===== config.mk =====
export PLATFORM = sky130hd
export DESIGN_NAME = uhep_top
export DESIGN_NICKNAME = d
export VERILOG_FILES = /design/src/inc/uhep_pkg.sv /design/src/logic/uhep_pulldown.sv /design/src/logic/uhep_verdict.sv /design/src/logic/uhep_top.sv
export SDC_FILE = /design/constraint.sdc
export NUM_CORES = 1
export LEC_CHECK = 0
export ABC_AREA = 1
export BUFFER_PORTS_ARGS = -buffer_cell sky130_fd_sc_hd__buf_2
export CAP_MARGIN = 10
export CELL_PAD_IN_SITES_DETAIL_PLACEMENT = 0
export CELL_PAD_IN_SITES_GLOBAL_PLACEMENT = 1
export CORE_ASPECT_RATIO = 1.1
export CORE_UTILIZATION = 25
export DETAILED_ROUTE_END_ITERATION = 8
export GPL_TIMING_DRIVEN = 0
export HOLD_SLACK_MARGIN = 0.02
export PLACE_DENSITY_LB_ADDON = 0.1
export SYNTH_ARGS = -nofsm -noshare
export SYNTH_HDL_FRONTEND = slang
export SYNTH_HIERARCHICAL = 1
export SYNTH_SLANG_ARGS = --single-unit

===== constraint.sdc =====
create_clock -name clock_i -period 6.62 [get_ports clock_i]
set_clock_uncertainty 0.05 [all_clocks]
set_input_delay 0.662 -clock clock_i [delete_from_list [all_inputs] [get_ports clock_i]]
set_output_delay 0.662 -clock clock_i [all_outputs]
set_load 0.02 [all_outputs]

===== src/inc/uhep_pkg.sv =====
package uhep_pkg;
   // register index space: 0..15 endpoints, then control registers
   localparam int ADDR_W = 5;
   localparam int DATA_W = 16;
   localparam int NUM_EP = 16;
   localparam logic [ADDR_W-1:0] EP_BASE_IDX = 5'h00;
   localparam logic [ADDR_W-1:0] MAIN_CTRL_IDX = 5'h10;
   localparam logic [ADDR_W-1:0] OTG_CTRL_IDX = 5'h11;
   localparam logic [ADDR_W-1:0] STATUS_IDX = 5'h12;

   // endpoint register fields
   localparam int EP_HSHK_BIT = 0;
   localparam int EP_STALL_BIT = 1;
   localparam int EP_TXEN_BIT = 2;
   localparam int EP_RXEN_BIT = 3;
   localparam int EP_CONDIS_BIT = 4;
   localparam int EP_NAK_RETRY_DISABLE_BIT = 6;
   localparam int EP_LOW_SPEED_DIRECT_ENABLE_BIT = 7;
   localparam int EP_UNUSED_BIT = 5;
   localparam logic [7:0] EP_RESET = 8'h00;

   // control register fields
   localparam int HOST_EN_BIT = 3;
   localparam int OTG_EN_BIT = 2;
   localparam int DM_PD_BIT = 4;
   localparam int DP_PD_BIT = 5;
   // line status word fields
   localparam int STAT_DP_BIT = 0;
   localparam int STAT_DM_BIT = 1;
   localparam logic [DATA_W-1:0] CTRL_RESET = 16'h0000;

   // token/handshake events from the link engine
   typedef enum logic [1:0] {
      UHEP_TOK_OUT = 2'b00,
      UHEP_TOK_IN = 2'b01,
      UHEP_TOK_SETUP = 2'b10,
      UHEP_TOK_NONE = 2'b11
   } uhep_tok_e;

   typedef struct packed {
      logic valid;
      logic [3:0] ep;
      uhep_tok_e tok;
   } uhep_tok_s;

   typedef struct packed {
      logic low_speed_direct_enable;
      logic retry_dis;
      logic condis;
      logic rxen;
      logic txen;
      logic stall;
      logic hshk;
   } uhep_ep_s;

   typedef struct packed {
      logic allow;
      logic handshake;
      logic retry_dis;
      logic low_speed;
   } uhep_verdict_s;
endpackage


===== src/logic/uhep_pulldown.sv =====
module uhep_pulldown
   import uhep_pkg::*;
(
   // clock and reset
   input wire logic clock_i,
   input wire logic reset_i,
   // control
   input wire logic host_mode_enable_i,
   input wire logic otg_operation_enable_i,
   input wire logic dplus_pulldown_enable_i,
   input wire logic dminus_pulldown_enable_i,
   // pull-down drive
   output logic dplus_pulldown_o,
   output logic dminus_pulldown_o
);
   typedef struct packed {
      logic dp;
      logic dm;
   } uhep_pd_s;

   uhep_pd_s st_ff;
   uhep_pd_s nxt_st;

   always_comb begin
      nxt_st = st_ff;
      if (otg_operation_enable_i) begin
         nxt_st.dp = dplus_pulldown_enable_i;
         nxt_st.dm = dminus_pulldown_enable_i;
      end else begin
         nxt_st.dp = host_mode_enable_i;
         nxt_st.dm = host_mode_enable_i;
      end
   end

   always_ff @(posedge clock_i or posedge reset_i) begin
      if (reset_i) begin
         st_ff <= '0;
      end else begin
         st_ff <= nxt_st;
      end
   end

   assign dplus_pulldown_o = st_ff.dp;
   assign dminus_pulldown_o = st_ff.dm;
endmodule


===== src/logic/uhep_verdict.sv =====
module uhep_verdict
   import uhep_pkg::*;
(
   // endpoint settings and token
   input wire uhep_ep_s ep_i,
   input wire uhep_tok_e tok_i,
   // decision
   output uhep_verdict_s verdict_o
);
   always_comb begin
      verdict_o = '0;
      verdict_o.handshake = ep_i.hshk;
      verdict_o.retry_dis = ep_i.retry_dis;
      verdict_o.low_speed = ep_i.low_speed_direct_enable;
      case (tok_i)
         UHEP_TOK_SETUP: begin
            // setup needs both directions and control not disabled
            verdict_o.allow = ep_i.txen && ep_i.rxen && !ep_i.condis;
         end
         UHEP_TOK_IN: begin
            verdict_o.allow = ep_i.txen;
         end
         UHEP_TOK_OUT: begin
            verdict_o.allow = ep_i.rxen;
         end
         default: begin
            verdict_o.allow = 1'b0;
         end
      endcase
   end
endmodule


===== src/logic/uhep_top.sv =====
// The strobed register port and the address map were left to the implementer.
module uhep_top
   import uhep_pkg::*;
(
   // clock and reset
   input wire logic clock_i,
   input wire logic reset_i,
   // register port
   input wire logic [ADDR_W-1:0] reg_addr_i,
   input wire logic [DATA_W-1:0] reg_wdata_i,
   input wire logic reg_write_i,
   input wire logic reg_read_i,
   output logic [DATA_W-1:0] reg_rdata_o,
   // token from the link engine
   input wire uhep_tok_s token_i,
   input wire logic stall_seen_i,
   // decision back to the link engine
   output uhep_verdict_s verdict_o,
   output logic verdict_valid_o,
   // line pull-downs
   output logic dplus_pulldown_o,
   output logic dminus_pulldown_o
);

   ////////////////////////////////////////////////////////////////////
   typedef struct packed {
      logic [NUM_EP-1:0][7:0] ep;
      logic host_mode_enable;
      logic otg_operation_enable;
      logic dplus_pulldown_enable;
      logic dminus_pulldown_enable;
      logic [DATA_W-1:0] rdata;
      uhep_verdict_s verdict;
      logic verdict_valid;
   } uhep_state_s;

   uhep_state_s st_ff;
   uhep_state_s nxt_st;
   uhep_ep_s tok_ep;
   uhep_verdict_s tok_verdict;

   function automatic logic is_ep_addr(input logic [ADDR_W-1:0] a);
      return a[ADDR_W-1] == EP_BASE_IDX[ADDR_W-1];
   endfunction

   // shared by the write and read paths so the maps cannot drift apart
   function automatic logic is_main_addr(input logic [ADDR_W-1:0] a);
      return a == MAIN_CTRL_IDX;
   endfunction

   function automatic logic is_otg_addr(input logic [ADDR_W-1:0] a);
      return a == OTG_CTRL_IDX;
   endfunction

   function automatic logic is_status_addr(input logic [ADDR_W-1:0] a);
      return a == STATUS_IDX;
   endfunction

   // register image of one endpoint, with host-only bits masked
   function automatic logic [7:0] ep_view(input logic [7:0] r,
                                          input logic is_ep0,
                                          input logic host);
      logic [7:0] v;
      v = r;
      if (!(is_ep0 && host)) begin
         v[EP_LOW_SPEED_DIRECT_ENABLE_BIT] = 1'b0;
         v[EP_NAK_RETRY_DISABLE_BIT] = 1'b0;
      end
      v[EP_UNUSED_BIT] = 1'b0;
      return v;
   endfunction

   ////////////////////////////////////////////////////////////////////
   // decode the addressed endpoint for the link engine
   always_comb begin
      logic [7:0] r;
      r = ep_view(st_ff.ep[token_i.ep], token_i.ep == 4'h0,
                  st_ff.host_mode_enable);
      tok_ep.low_speed_direct_enable = r[EP_LOW_SPEED_DIRECT_ENABLE_BIT];
      tok_ep.retry_dis = r[EP_NAK_RETRY_DISABLE_BIT];
      tok_ep.condis = r[EP_CONDIS_BIT];
      tok_ep.rxen = r[EP_RXEN_BIT];
      tok_ep.txen = r[EP_TXEN_BIT];
      tok_ep.stall = r[EP_STALL_BIT];
      tok_ep.hshk = r[EP_HSHK_BIT];
   end

   uhep_verdict u_verdict (
      .ep_i(tok_ep),
      .tok_i(token_i.tok),
      .verdict_o(tok_verdict)
   );

   uhep_pulldown u_pulldown (
      .clock_i(clock_i),
      .reset_i(reset_i),
      .host_mode_enable_i(st_ff.host_mode_enable),
      .otg_operation_enable_i(st_ff.otg_operation_enable),
      .dplus_pulldown_enable_i(st_ff.dplus_pulldown_enable),
      .dminus_pulldown_enable_i(st_ff.dminus_pulldown_enable),
      .dplus_pulldown_o(dplus_pulldown_o),
      .dminus_pulldown_o(dminus_pulldown_o)
   );

   ////////////////////////////////////////////////////////////////////
   always_comb begin
      logic [3:0] widx;
      logic [7:0] wv;
      widx = reg_addr_i[3:0];
      wv = reg_wdata_i[7:0];
      nxt_st = st_ff;
      nxt_st.verdict_valid = token_i.valid && token_i.tok != UHEP_TOK_NONE;
      nxt_st.verdict = token_i.valid ? tok_verdict : '0;

      // software writes
      if (reg_write_i) begin
         if (is_ep_addr(reg_addr_i)) begin
            // unused bit 5 and host-only bits on ep1..15 stay zero
            nxt_st.ep[widx] = ep_view(wv, widx == 4'h0, 1'b1);
         end else if (is_main_addr(reg_addr_i)) begin
            nxt_st.host_mode_enable = reg_wdata_i[HOST_EN_BIT];
         end else if (is_otg_addr(reg_addr_i)) begin
            nxt_st.otg_operation_enable = reg_wdata_i[OTG_EN_BIT];
            nxt_st.dplus_pulldown_enable = reg_wdata_i[DP_PD_BIT];
            nxt_st.dminus_pulldown_enable = reg_wdata_i[DM_PD_BIT];
         end
      end

      // stall event wins over a same-cycle software clear
      if (token_i.valid && stall_seen_i) begin
         nxt_st.ep[token_i.ep][EP_STALL_BIT] = 1'b1;
      end

      // read data stands one cycle after the strobe only
      nxt_st.rdata = '0;
      if (reg_read_i) begin
         if (is_ep_addr(reg_addr_i)) begin
            nxt_st.rdata = {8'h00, ep_view(st_ff.ep[widx], widx == 4'h0,
                                           st_ff.host_mode_enable)};
         end else if (is_main_addr(reg_addr_i)) begin
            nxt_st.rdata[HOST_EN_BIT] = st_ff.host_mode_enable;
         end else if (is_otg_addr(reg_addr_i)) begin
            nxt_st.rdata[OTG_EN_BIT] = st_ff.otg_operation_enable;
            nxt_st.rdata[DP_PD_BIT] = st_ff.dplus_pulldown_enable;
            nxt_st.rdata[DM_PD_BIT] = st_ff.dminus_pulldown_enable;
         end else if (is_status_addr(reg_addr_i)) begin
            nxt_st.rdata[STAT_DP_BIT] = dplus_pulldown_o;
            nxt_st.rdata[STAT_DM_BIT] = dminus_pulldown_o;
         end
      end
   end

   always_ff @(posedge clock_i or posedge reset_i) begin
      if (reset_i) begin
         st_ff <= '0;
      end else begin
         st_ff <= nxt_st;
      end
   end

   assign reg_rdata_o = st_ff.rdata;
   assign verdict_o = st_ff.verdict;
   assign verdict_valid_o = st_ff.verdict_valid;
endmodule


== Word-level counts from Yosys, hierarchy flattened ==
Index checks and enable logic that the tools add are counted.
Storage, ports and cells
  bits in registers: 155
  output and inout bits: 23
  input bits: 33
Cells by class
  muxes and demuxes: 34
  reduce and logical (&&, ||, !) cells: 14
  bitwise operators: 2
  $lt $le $gt $ge: 4
  eq/ne operators: 6
Operators with widths (number)
  $mux W128: 2
  $mux W132: 1
  $bwmux W128: 1
  $or A128 B128 Y128: 1
  $bmux W8 S4: 2
  $demux W8 S4: 2
  $mux W8: 4
  $mux W2: 12
  $eq A5 B5 Y1 const B: 3
  $lt A4 B5 Y1 const B: 2
  $mux W3: 3
  $ge A4 B1 Y1 const B: 2
  $logic_and A1 B1 Y1: 8
  $logic_not A4 Y1: 2
  $mux W4: 2
  $mux W6: 1
  $reduce_and A4 Y1: 1
  $mux W1: 3
  $pmux W1 S3: 1
  $reduce_and A3 Y1: 1
  $eq A2 B1 Y1 const B: 1
  $eq A2 B2 Y1 const B: 1
  $logic_not A2 Y1: 1
  $ne A2 B2 Y1 const B: 1
  2 further kinds: 2

== Logic depth before layout (Yosys ltp) ==
Gate-level depths: netlist of the first run.
  depth in word-level cells: 9
  gate-level depth with buffers: 14
  depth with buffers taken out: 12

== Hierarchy ==
Netlist of the first run, hierarchy kept.
Modules (own cells, without submodules)
  uhep_top: times used 1, area an instance 6816.5 µm², cells each 903, seq. area each 3228.1 µm²
  uhep_pulldown: times used 1, area an instance 78.8 µm², cells each 9, seq. area each 50.0 µm²
  uhep_verdict: times used 1, area an instance 62.6 µm², cells each 12, seq. area each 0.0 µm²

== Least setup slack after synthesis of the first run ==
Ideal clock, no wire load.
  kind: input port to flip-flop
  start point: input port token_i[3] in the netlist's numbering
  end point: register st_ff (netlist bit verdict_o[3])
  library setup time: 0.062 ns
  data arrival time: 1.784 ns
  slack: 4.723 ns
  path buffers: 1
  stages on the path: 13
  data required time: 6.508 ns
  cells stage by stage: inv_1 nor2_1 clkbuf_1 a22oi_1 nand2_1 nand2_1 nand4_1 inv_1 o21ai_2 nand2_1 inv_1 nand2_1 inv_1
RTL lines
  from (decl): line uhep_top.sv:15  | input wire uhep_tok_s token_i,
  to (signal assigned): line uhep_top.sv:157  | st_ff <= nxt_st;
  to (decl): line uhep_top.sv:37  | uhep_state_s st_ff;

==> run summary, run 1 <==
slowest stage delay, CP - 0.61 ns
Final Hold Viols - 0
sequential power share - 41.4%
DR pass1 iterations - 5
fraction of layout cells with a size suffix above 1 - 15.03%
fin nets - 1005
root buf cell - clkbuf_16
hold_buf cts - 0
Num CTS Buffers - 17
per-cell routed wire length - 20.85 um
most frequent cells in the layout - 310 x nand2_1, 131 x dfrtp_1, 97 x inv_1
Placed Area - 0.007557 sq mm
Int Power - 1.710 mW
initial antenna violation count - 0
GRT Overall Usage - 20.85%
Longest Clk Path Bufs - 2
Clk Latency, worst-skew pair - 0.44 ns
routed wire length - 27990 um
grt total ovfl - 0
placed cell count - 1310
starting density of the core - 25.45%
critical path launch point type - input pin
core area - 0.02696 sq mm
H-tree depth - 4
most common cell after layout, fill and taps aside - nand2_1
CP required - 6.94 ns
post-DP HPWL - 20290 um
Post-CTS Resized - 0
DRT iter0 DRCs - 484
Worst Tran Pin Value - 0.7948 ns
warnings from Yosys - 6
Comb power frac - 16.5%
mapped cell area - 0.006862 sq mm
vias after detailed routing - 6187
Final Max Tran Viols - 0
maxcap violations - 0
Pwr per Cell Area - 302.8 mW/mm^2
P_leak - 4.266 nW
Reg2Reg Depth - 9
FF-to-FF setup slack - 5.03 ns
gpl congestion - 0.8125
global-route wire length before repair - 41870 um
clock share of power - 42.1%
net switching power figure - 0.7695 mW
# setup viols final - 0
Setup crit end kind - flip-flop
slowest stage cell, crit path - clkbuf_1
TritonCTS clock tree - built
Syn Inst Count - 907
RSZ-0062 raised after global routing - no
Worst Path Arrival - 2.78 ns
DIE WIDTH - 160.0 um
VDD IR max - 125.4 uV
# diodes - 0
Die Y - 175.8 um
vias in the first global route - 6198
cell area after layout - 0.008189 sq mm
RR Endpoint - verdict_o[0]$_DFF_PP0_
Port Buf Inserts - 38
Net Sw Frac - 31.03%
worst-path maximum fanout - 9
routed vias/inst - 4.610
Max Clk Rate - 405.9 MHz
largest net degree at the start of global routing - 66
status - finished, final reports clean
area grow syn2layout - 19.35%
Syn Area/Cell - 7.565 sq um
min Tclk post-route - 2.463 ns
Reg clk slew, reported paths - 0.06 ns
worst-path cell chain - buf_2 -> nor2_1 -> clkbuf_1 -> a22oi_1 -> nand2_1 -> nand2_1 -> nand4_1 -> inv_1 -> o21ai_2 -> nand2_1 -> inv_1 -> nand2_1 -> inv_1
die area - 0.02811 sq mm
setup TNS - 0 ns
clock sinks - 131
Worst path most repeated cell - nand2_1
period utilisation layout - 37.21%
worst min-delay path category - in2async
# DRC - 0
Rel. slew slack - 46.82%
I/O pins - 56
Setup Crit Path Kind - in2reg
post-route ant nets - 0
Site Rows - 63
Setup Buffers After CTS - 0
final std cells w/o fill - 1342
==> metal layers <==
layer / vias to the layer above / wire length [um] / track usage, %
met4: 0 / 777 / 8.571
met5: - / 0 / 0
met3: 39 / 1160 / 3.377
li1: 3000 / - / -
met2: 152 / 13110 / 33.73
met1: 2996 / 12940 / 27.63
==> area by class of cell <==
cell class,count,area [sq um]
Fill cell,2979,18770
Buffer,65,374.1
Sequential cell,131,3278
Clock inverter,15,206.4
Multi-Input combinational cell,610,2830
Tap cell,357,446.7
Timing Repair Buffer,39,217.7
Inverter,108,410.4
Clock buffer,17,425.4
==> critical path, delay by kind of cell <==
family | cells | cell delay [ns]
AO/OA/AOI/OAI | 2 | 0.32
buffers and inverters | 5 | 0.91
AND/OR/NAND/NOR | 6 | 0.90
==> power groups by stage <==
stage	Clock [mW]	Combinational (mW)	Sequential [mW]
4_1_cts	1.06	0.413	1.02
6_report	1.04	0.409	1.03
2_1_floorplan	0	0.278	1.01
3_3_place_gp	0	0.405	1.04
5_1_grt	1.09	0.468	1.04
3_5_place_dp	0	0.411	1.04
==> worst max-delay path by stage <==
stage | startpoint | end | depth (start not counted) | slack [ns]
after global placement | reset_i | asynchronous set/reset pin | 2 | 0.33
after floorplan | reset_i | asynchronous set/reset pin | 1 | 2.47
after detailed placement | token_i[3] | verdict_o[3]$_DFF_PP0_ | 14 | 3.73
final | token_i[2] | verdict_o[3]$_DFF_PP0_ | 13 | 4.16
after CTS | token_i[3] | verdict_o[3]$_DFF_PP0_ | 14 | 4.18
after global routing | token_i[3] | verdict_o[3]$_DFF_PP0_ | 14 | 3.98
==> metrics by stage <==
step | setup slack [ns] | util [%] | hold slack, ns | total power, mW
2_1_floorplan | 2.467 | - | 0.3532 | 1.292
3_3_place_gp | 0.3303 | 27.91 | 0.4188 | 1.444
3_5_place_dp | 3.727 | 28.03 | 0.4255 | 1.448
4_1_cts | 4.181 | 30.38 | 0.04447 | 2.499
5_1_grt | 3.981 | 30.38 | 0.05246 | 2.602
6_report | 4.157 | 30.38 | 0.05682 | 2.480
Power figures use the tool's default switching activity.
==> run 2, diff against run 1 <==
clock period = 2.5 ns   (was 6.62 ns; I/O delays follow)
==> run 2 against run 1 <==
Design area increased by 2.0%. Non-clock buffer count increased by 10. Worst setup slack got worse by 3.7 ns. First-iteration DRC count decreased by 23%. Critical path type unchanged. Largest power group unchanged.
==> run summary, run 2 (synthesized netlist as in run 1, its figures left out) <==
worst min-delay path category - in2reg
grt met1 use - 26.99%
area grow syn2layout - 21.72%
Worst Min Path Start - reg_write_i
vias after detailed routing - 6163
net switching power figure - 1.957 mW
Worst Tran Pin Value - 0.7598 ns
min Tclk post-route - 1.995 ns
CP required - 2.82 ns
clock sinks - 131
met2 Use GR - 33.66%
worst-path maximum fanout - 10
root buf cell - clkbuf_16
GRT Overall Usage - 20.23%
global-route wire length before repair - 41040 um
Final Max Tran Viols - 0
sequential power share - 40.3%
routed vias/inst - 4.558
Longest Clk Path Bufs - 2
worst hold path cell count - 2
Port Buf Inserts - 38
status - finished, final reports clean
met3 Track Usage GR - 2.763%
TritonCTS clock tree - built
Worst Path Arrival - 2.31 ns
vias in the first global route - 6305
P_leak - 4.336 nW
fraction of layout cells with a size suffix above 1 - 14.87%
DR pass1 iterations - 7
most common cell after layout, fill and taps aside - nand2_1
Final Hold Viols - 0
Max Clk Rate - 501.2 MHz
largest net degree at the start of global routing - 39
Comb power frac - 15.9%
Num CTS Buffers - 17
Hold EP - st_ff[24]$_DFFE_PP0P_
post-DP HPWL - 20160 um
core area - 0.02696 sq mm
fin util - 30.98%
# setup viols final - 0
Die Y - 175.8 um
# DRC - 0
routed wire length - 27180 um
period utilisation layout - 79.81%
Setup Buffers After CTS - 0
most frequent cells in the layout - 310 x nand2_1, 131 x dfrtp_1, 97 x inv_1
I/O pins - 56
maxcap violations - 0
Site Rows - 63
DRT iter0 DRCs - 371
clock share of power - 43.8%
fin nets - 1015
Clk Latency, worst-skew pair - 0.43 ns
Reg2Reg Depth - 6
RSZ-0062 raised after global routing - no
Net Sw Frac - 28.97%
RR Endpoint - reg_rdata_o[3]$_DFF_PP0_
per-cell routed wire length - 20.11 um
initial antenna violation count - 0
Reg clk slew, reported paths - 0.06 ns
Pwr per Cell Area - 809.0 mW/mm^2
VDD IR max - 327.6 uV
Setup Crit Path Kind - in2reg
critical path launch point type - input pin
Most Crowded Layer GR - met2
gpl congestion - 0.7826
H-tree depth - 4
Int Power - 4.800 mW
post-route ant nets - 0
DIE WIDTH - 160.0 um
Total Power - 6.757 mW
grt total ovfl - 0
Rel. slew slack - 49.35%
Setup crit end kind - flip-flop
# diodes - 0
die area - 0.02811 sq mm
starting density of the core - 25.45%
FF-to-FF setup slack - 0.89 ns
==> run 2: worst max-delay path, stage by stage <==
cell,delay [ns]
buf_2,0.11
nand2_1,0.15
inv_2,0.24
buf_1,0.56
a22oi_1,0.20
nand2_1,0.12
nand2_1,0.09
nand4_1,0.19
inv_1,0.08
o21ai_2,0.10
nand2_1,0.06
inv_1,0.04
nand2_1,0.04
inv_1,0.05
==> run 2: area by class of cell <==
class | instances | area [sq um]
multi-input cells | 610 | 2830
fillers | 2994 | 18610
clock inverters | 11 | 222.7
flip-flops and latches | 131 | 3278
inverters | 108 | 409.1
repair buffers | 49 | 330.3
plain buffers | 65 | 374.1
well taps | 357 | 446.7
clock buffers | 21 | 460.4
==> run 2: worst max-delay path by stage <==
stage,start,endpoint,depth (start not counted)
2_1_floorplan,reset_i,asynchronous set/reset pin,1
3_3_place_gp,reset_i,asynchronous set/reset pin,2
3_5_place_dp,token_i[3],verdict_o[3]$_DFF_PP0_,14
4_1_cts,token_i[3],verdict_o[3]$_DFF_PP0_,14
5_1_grt,token_i[3],verdict_o[3]$_DFF_PP0_,14
6_report,token_i[3],verdict_o[3]$_DFF_PP0_,14
==> run 2: per-layer routing <==
layer,routed length [um],vias to the layer above
met2,12960,131
met4,605,0
met5,0,-
li1,-,3024
met3,868,28
met1,12750,2980
==> run 2: power groups by stage <==
stage,logic (mW),registers [mW],clock network [mW]
floorplan,0.737,2.69,0
global placement,1.05,2.76,0
detailed placement,1.07,2.76,0
CTS,1.08,2.72,3.01
global route,1.23,2.77,3.09
finish,1.07,2.72,2.96
==> run 2: metrics by stage <==
step | cells | setup slack, ns | TNS (ns) | area, sq um | hold slack [ns]
global route | 1352 | 0.3089 | 0 | 8352 | 0.05871
CTS | 1352 | 0.5094 | 0 | 8352 | 0.02584
detailed placement | 1312 | 0.06338 | 0 | 7589 | 0.08155
global placement | 1309 | -0.5914 | -74.55 | 7528 | 0.07882
floorplan | 914 | 0.6048 | 0 | 6892 | -0.05882
finish | 1352 | 0.5048 | 0 | 8352 | 0.03242
==> run 2: what timing repair did <==
item | in CTS | in global routing
resized for setup | 0 | 0
hold buffers | 8 | 0
endpoints found under the hold margin | 27 | 0
==> run 3, diff against run 2 <==
clock period = 2 ns   (was 2.5 ns; I/O delays follow)
==> run 3 against run 2 <==
Largest power group unchanged. Combinational power increased by 26%. Critical path depth shrank 8. Highest routed layer unchanged. Core utilization rose by 0.10 points. Hold slack improved by 0.0078 ns. Power grew 25%. Routed wire length about the same. Die area unchanged. Design area is 0.33% higher. Clock-buffer cell count unchanged. Sequential cell count unchanged. Worst setup slack worse by 0.29 ns. Largest cell class unchanged.
==> run summary, run 3 (synthesized netlist as in run 1, its figures left out) <==
Hold Worst Slack - 0.04024 ns
Setup Buffers After CTS - 0
VDD IR max - 410.6 uV
# diodes - 0
global-route wire length before repair - 41090 um
DIE WIDTH - 160.0 um
delay-heaviest family, CP - buffers and inverters
initial antenna violation count - 0
clock sinks - 131
Worst path most repeated cell - buf_2
maxcap violations - 0
fraction of layout cells with a size suffix above 1 - 15.45%
I/O pins - 56
vias in the first global route - 6318
Clk Latency, worst-skew pair - 0.43 ns
post-DP HPWL - 20160 um
min Tclk post-route - 1.789 ns
Worst Tran Pin Value - 0.7266 ns
Worst Min Path Start - token_i[6]
slowest stage delay, CP - 0.53 ns
area grow syn2layout - 22.12%
Reg clk slew, reported paths - 0.06 ns
Site Rows - 63
Die Y - 175.8 um
root buf cell - clkbuf_16
# setup viols final - 0
Pwr per Cell Area - 1008 mW/mm^2
vias after detailed routing - 6196
gpl congestion - 0.7826
starting density of the core - 25.45%
Port Buf Inserts - 38
most common cell after layout, fill and taps aside - nand2_1
Setup crit end kind - flip-flop
Worst Path Arrival - 2.03 ns
fin util - 31.08%
worst-path cell chain - dlygate4sd3_1 -> buf_2 -> nand2_2 -> nor2_1 -> buf_2 -> o21ai_0
# DRC - 0
largest net degree at the start of global routing - 39
RSZ-0062 raised after global routing - no
post-route ant nets - 0
Total Power - 8.446 mW
setup TNS - 0 ns
DRT iter0 DRCs - 422
P_leak - 4.364 nW
routed vias/inst - 4.576
period utilisation layout - 89.44%
status - finished, final reports clean
Buf/Inv on CP - 3
most frequent cells in the layout - 310 x nand2_1, 131 x dfrtp_1, 97 x inv_1
core area - 0.02696 sq mm
Num CTS Buffers - 17
slowest stage cell, crit path - nor2_1
TritonCTS clock tree - built
worst-path maximum fanout - 10
Longest Clk Path Bufs - 2
Max Clk Rate - 559.0 MHz
Rel. slew slack - 51.56%
crit path from - reg_write_i
Final Max Tran Viols - 0
Final Hold Viols - 0
die area - 0.02811 sq mm
GRT Overall Usage - 20.24%
worst min-delay path category - in2reg
grt total ovfl - 0
Setup Crit Path Kind - in2reg
CP required - 2.24 ns
fin nets - 1017
per-cell routed wire length - 20.09 um
routed wire length - 27200 um
H-tree depth - 4
critical path launch point type - input pin
DR pass1 iterations - 5
==> run 3: changes by cell type in the layout (fill, tap and decap cells not counted) <==
cell           previous run  this run
buf_1                     2         0
clkbuf_2                  0         6
dlygate4sd3_1             8        10
clkbuf_1                 13         9
==> run 3: timing repair <==
action                                  CTS  global route
resized for setup                         0            10
hold endpoints to repair                 29             0
hold buffers                             10             0
endpoints found under the setup margin    0             1
==> run 3: layout make-up <==
class                           instances  area [sq um]
Clock buffer                           21         460.4
Clock inverter                         11         222.7
Buffer                                 65         381.6
Fill cell                            2987         18580
Timing Repair Buffer                   51         350.3
Inverter                              108         409.1
Tap cell                              357         446.7
Multi-Input combinational cell        610          2830
Sequential cell                       131          3278
==> run 3: worst paths after layout <==
path | end | slack [ns] | cells past startpoint
setup / recovery | flip-flop | 0.21 | 6
min in group asynchronous | u_pulldown/dplus_pulldown_o$_DFF_PP0_ | 0.15 | 3
setup reg to reg | reg_rdata_o[3]$_DFF_PP0_ | 0.40 | 6
hold / removal | verdict_o[3]$_DFF_PP0_ | 0.04 | 3
max in group asynchronous | asynchronous set/reset pin | 0.93 | 4
hold reg to reg | flip-flop | 0.44 | 2
==> run 3: worst min-delay path: stages <==
cell     delay, ns
buf_2         0.17
nand2_1       0.07
inv_1         0.03
==> run 3: metrics by stage <==
step	instances	cell area, sq um	setup slack [ns]
finish	1354	8379	0.2112
global route	1354	8379	0.05737
CTS	1354	8372	0.05944
detailed placement	1312	7589	-0.3866
global placement	1309	7528	-1.041
floorplan	914	6892	0.1548
==> run 3: power breakdown <==
part           switching, mW  internal [mW]  total (mW)
combinational          0.842          0.503        1.35
clock                   1.27           2.42        3.69
sequential             0.325           3.08        3.41
==> run 3: layer usage <==
| layer | global-route usage [%] | vias to the layer above | share of wire (%) |
|---|---|---|---|
| li1 | - | 3029 | - |
| met1 | 27.02 | 3009 | 48 |
| met2 | 33.71 | 132 | 48 |
| met4 | 6.587 | 0 | 2.2 |
| met5 | 0 | - | 0 |
| met3 | 2.715 | 26 | 2.4 |
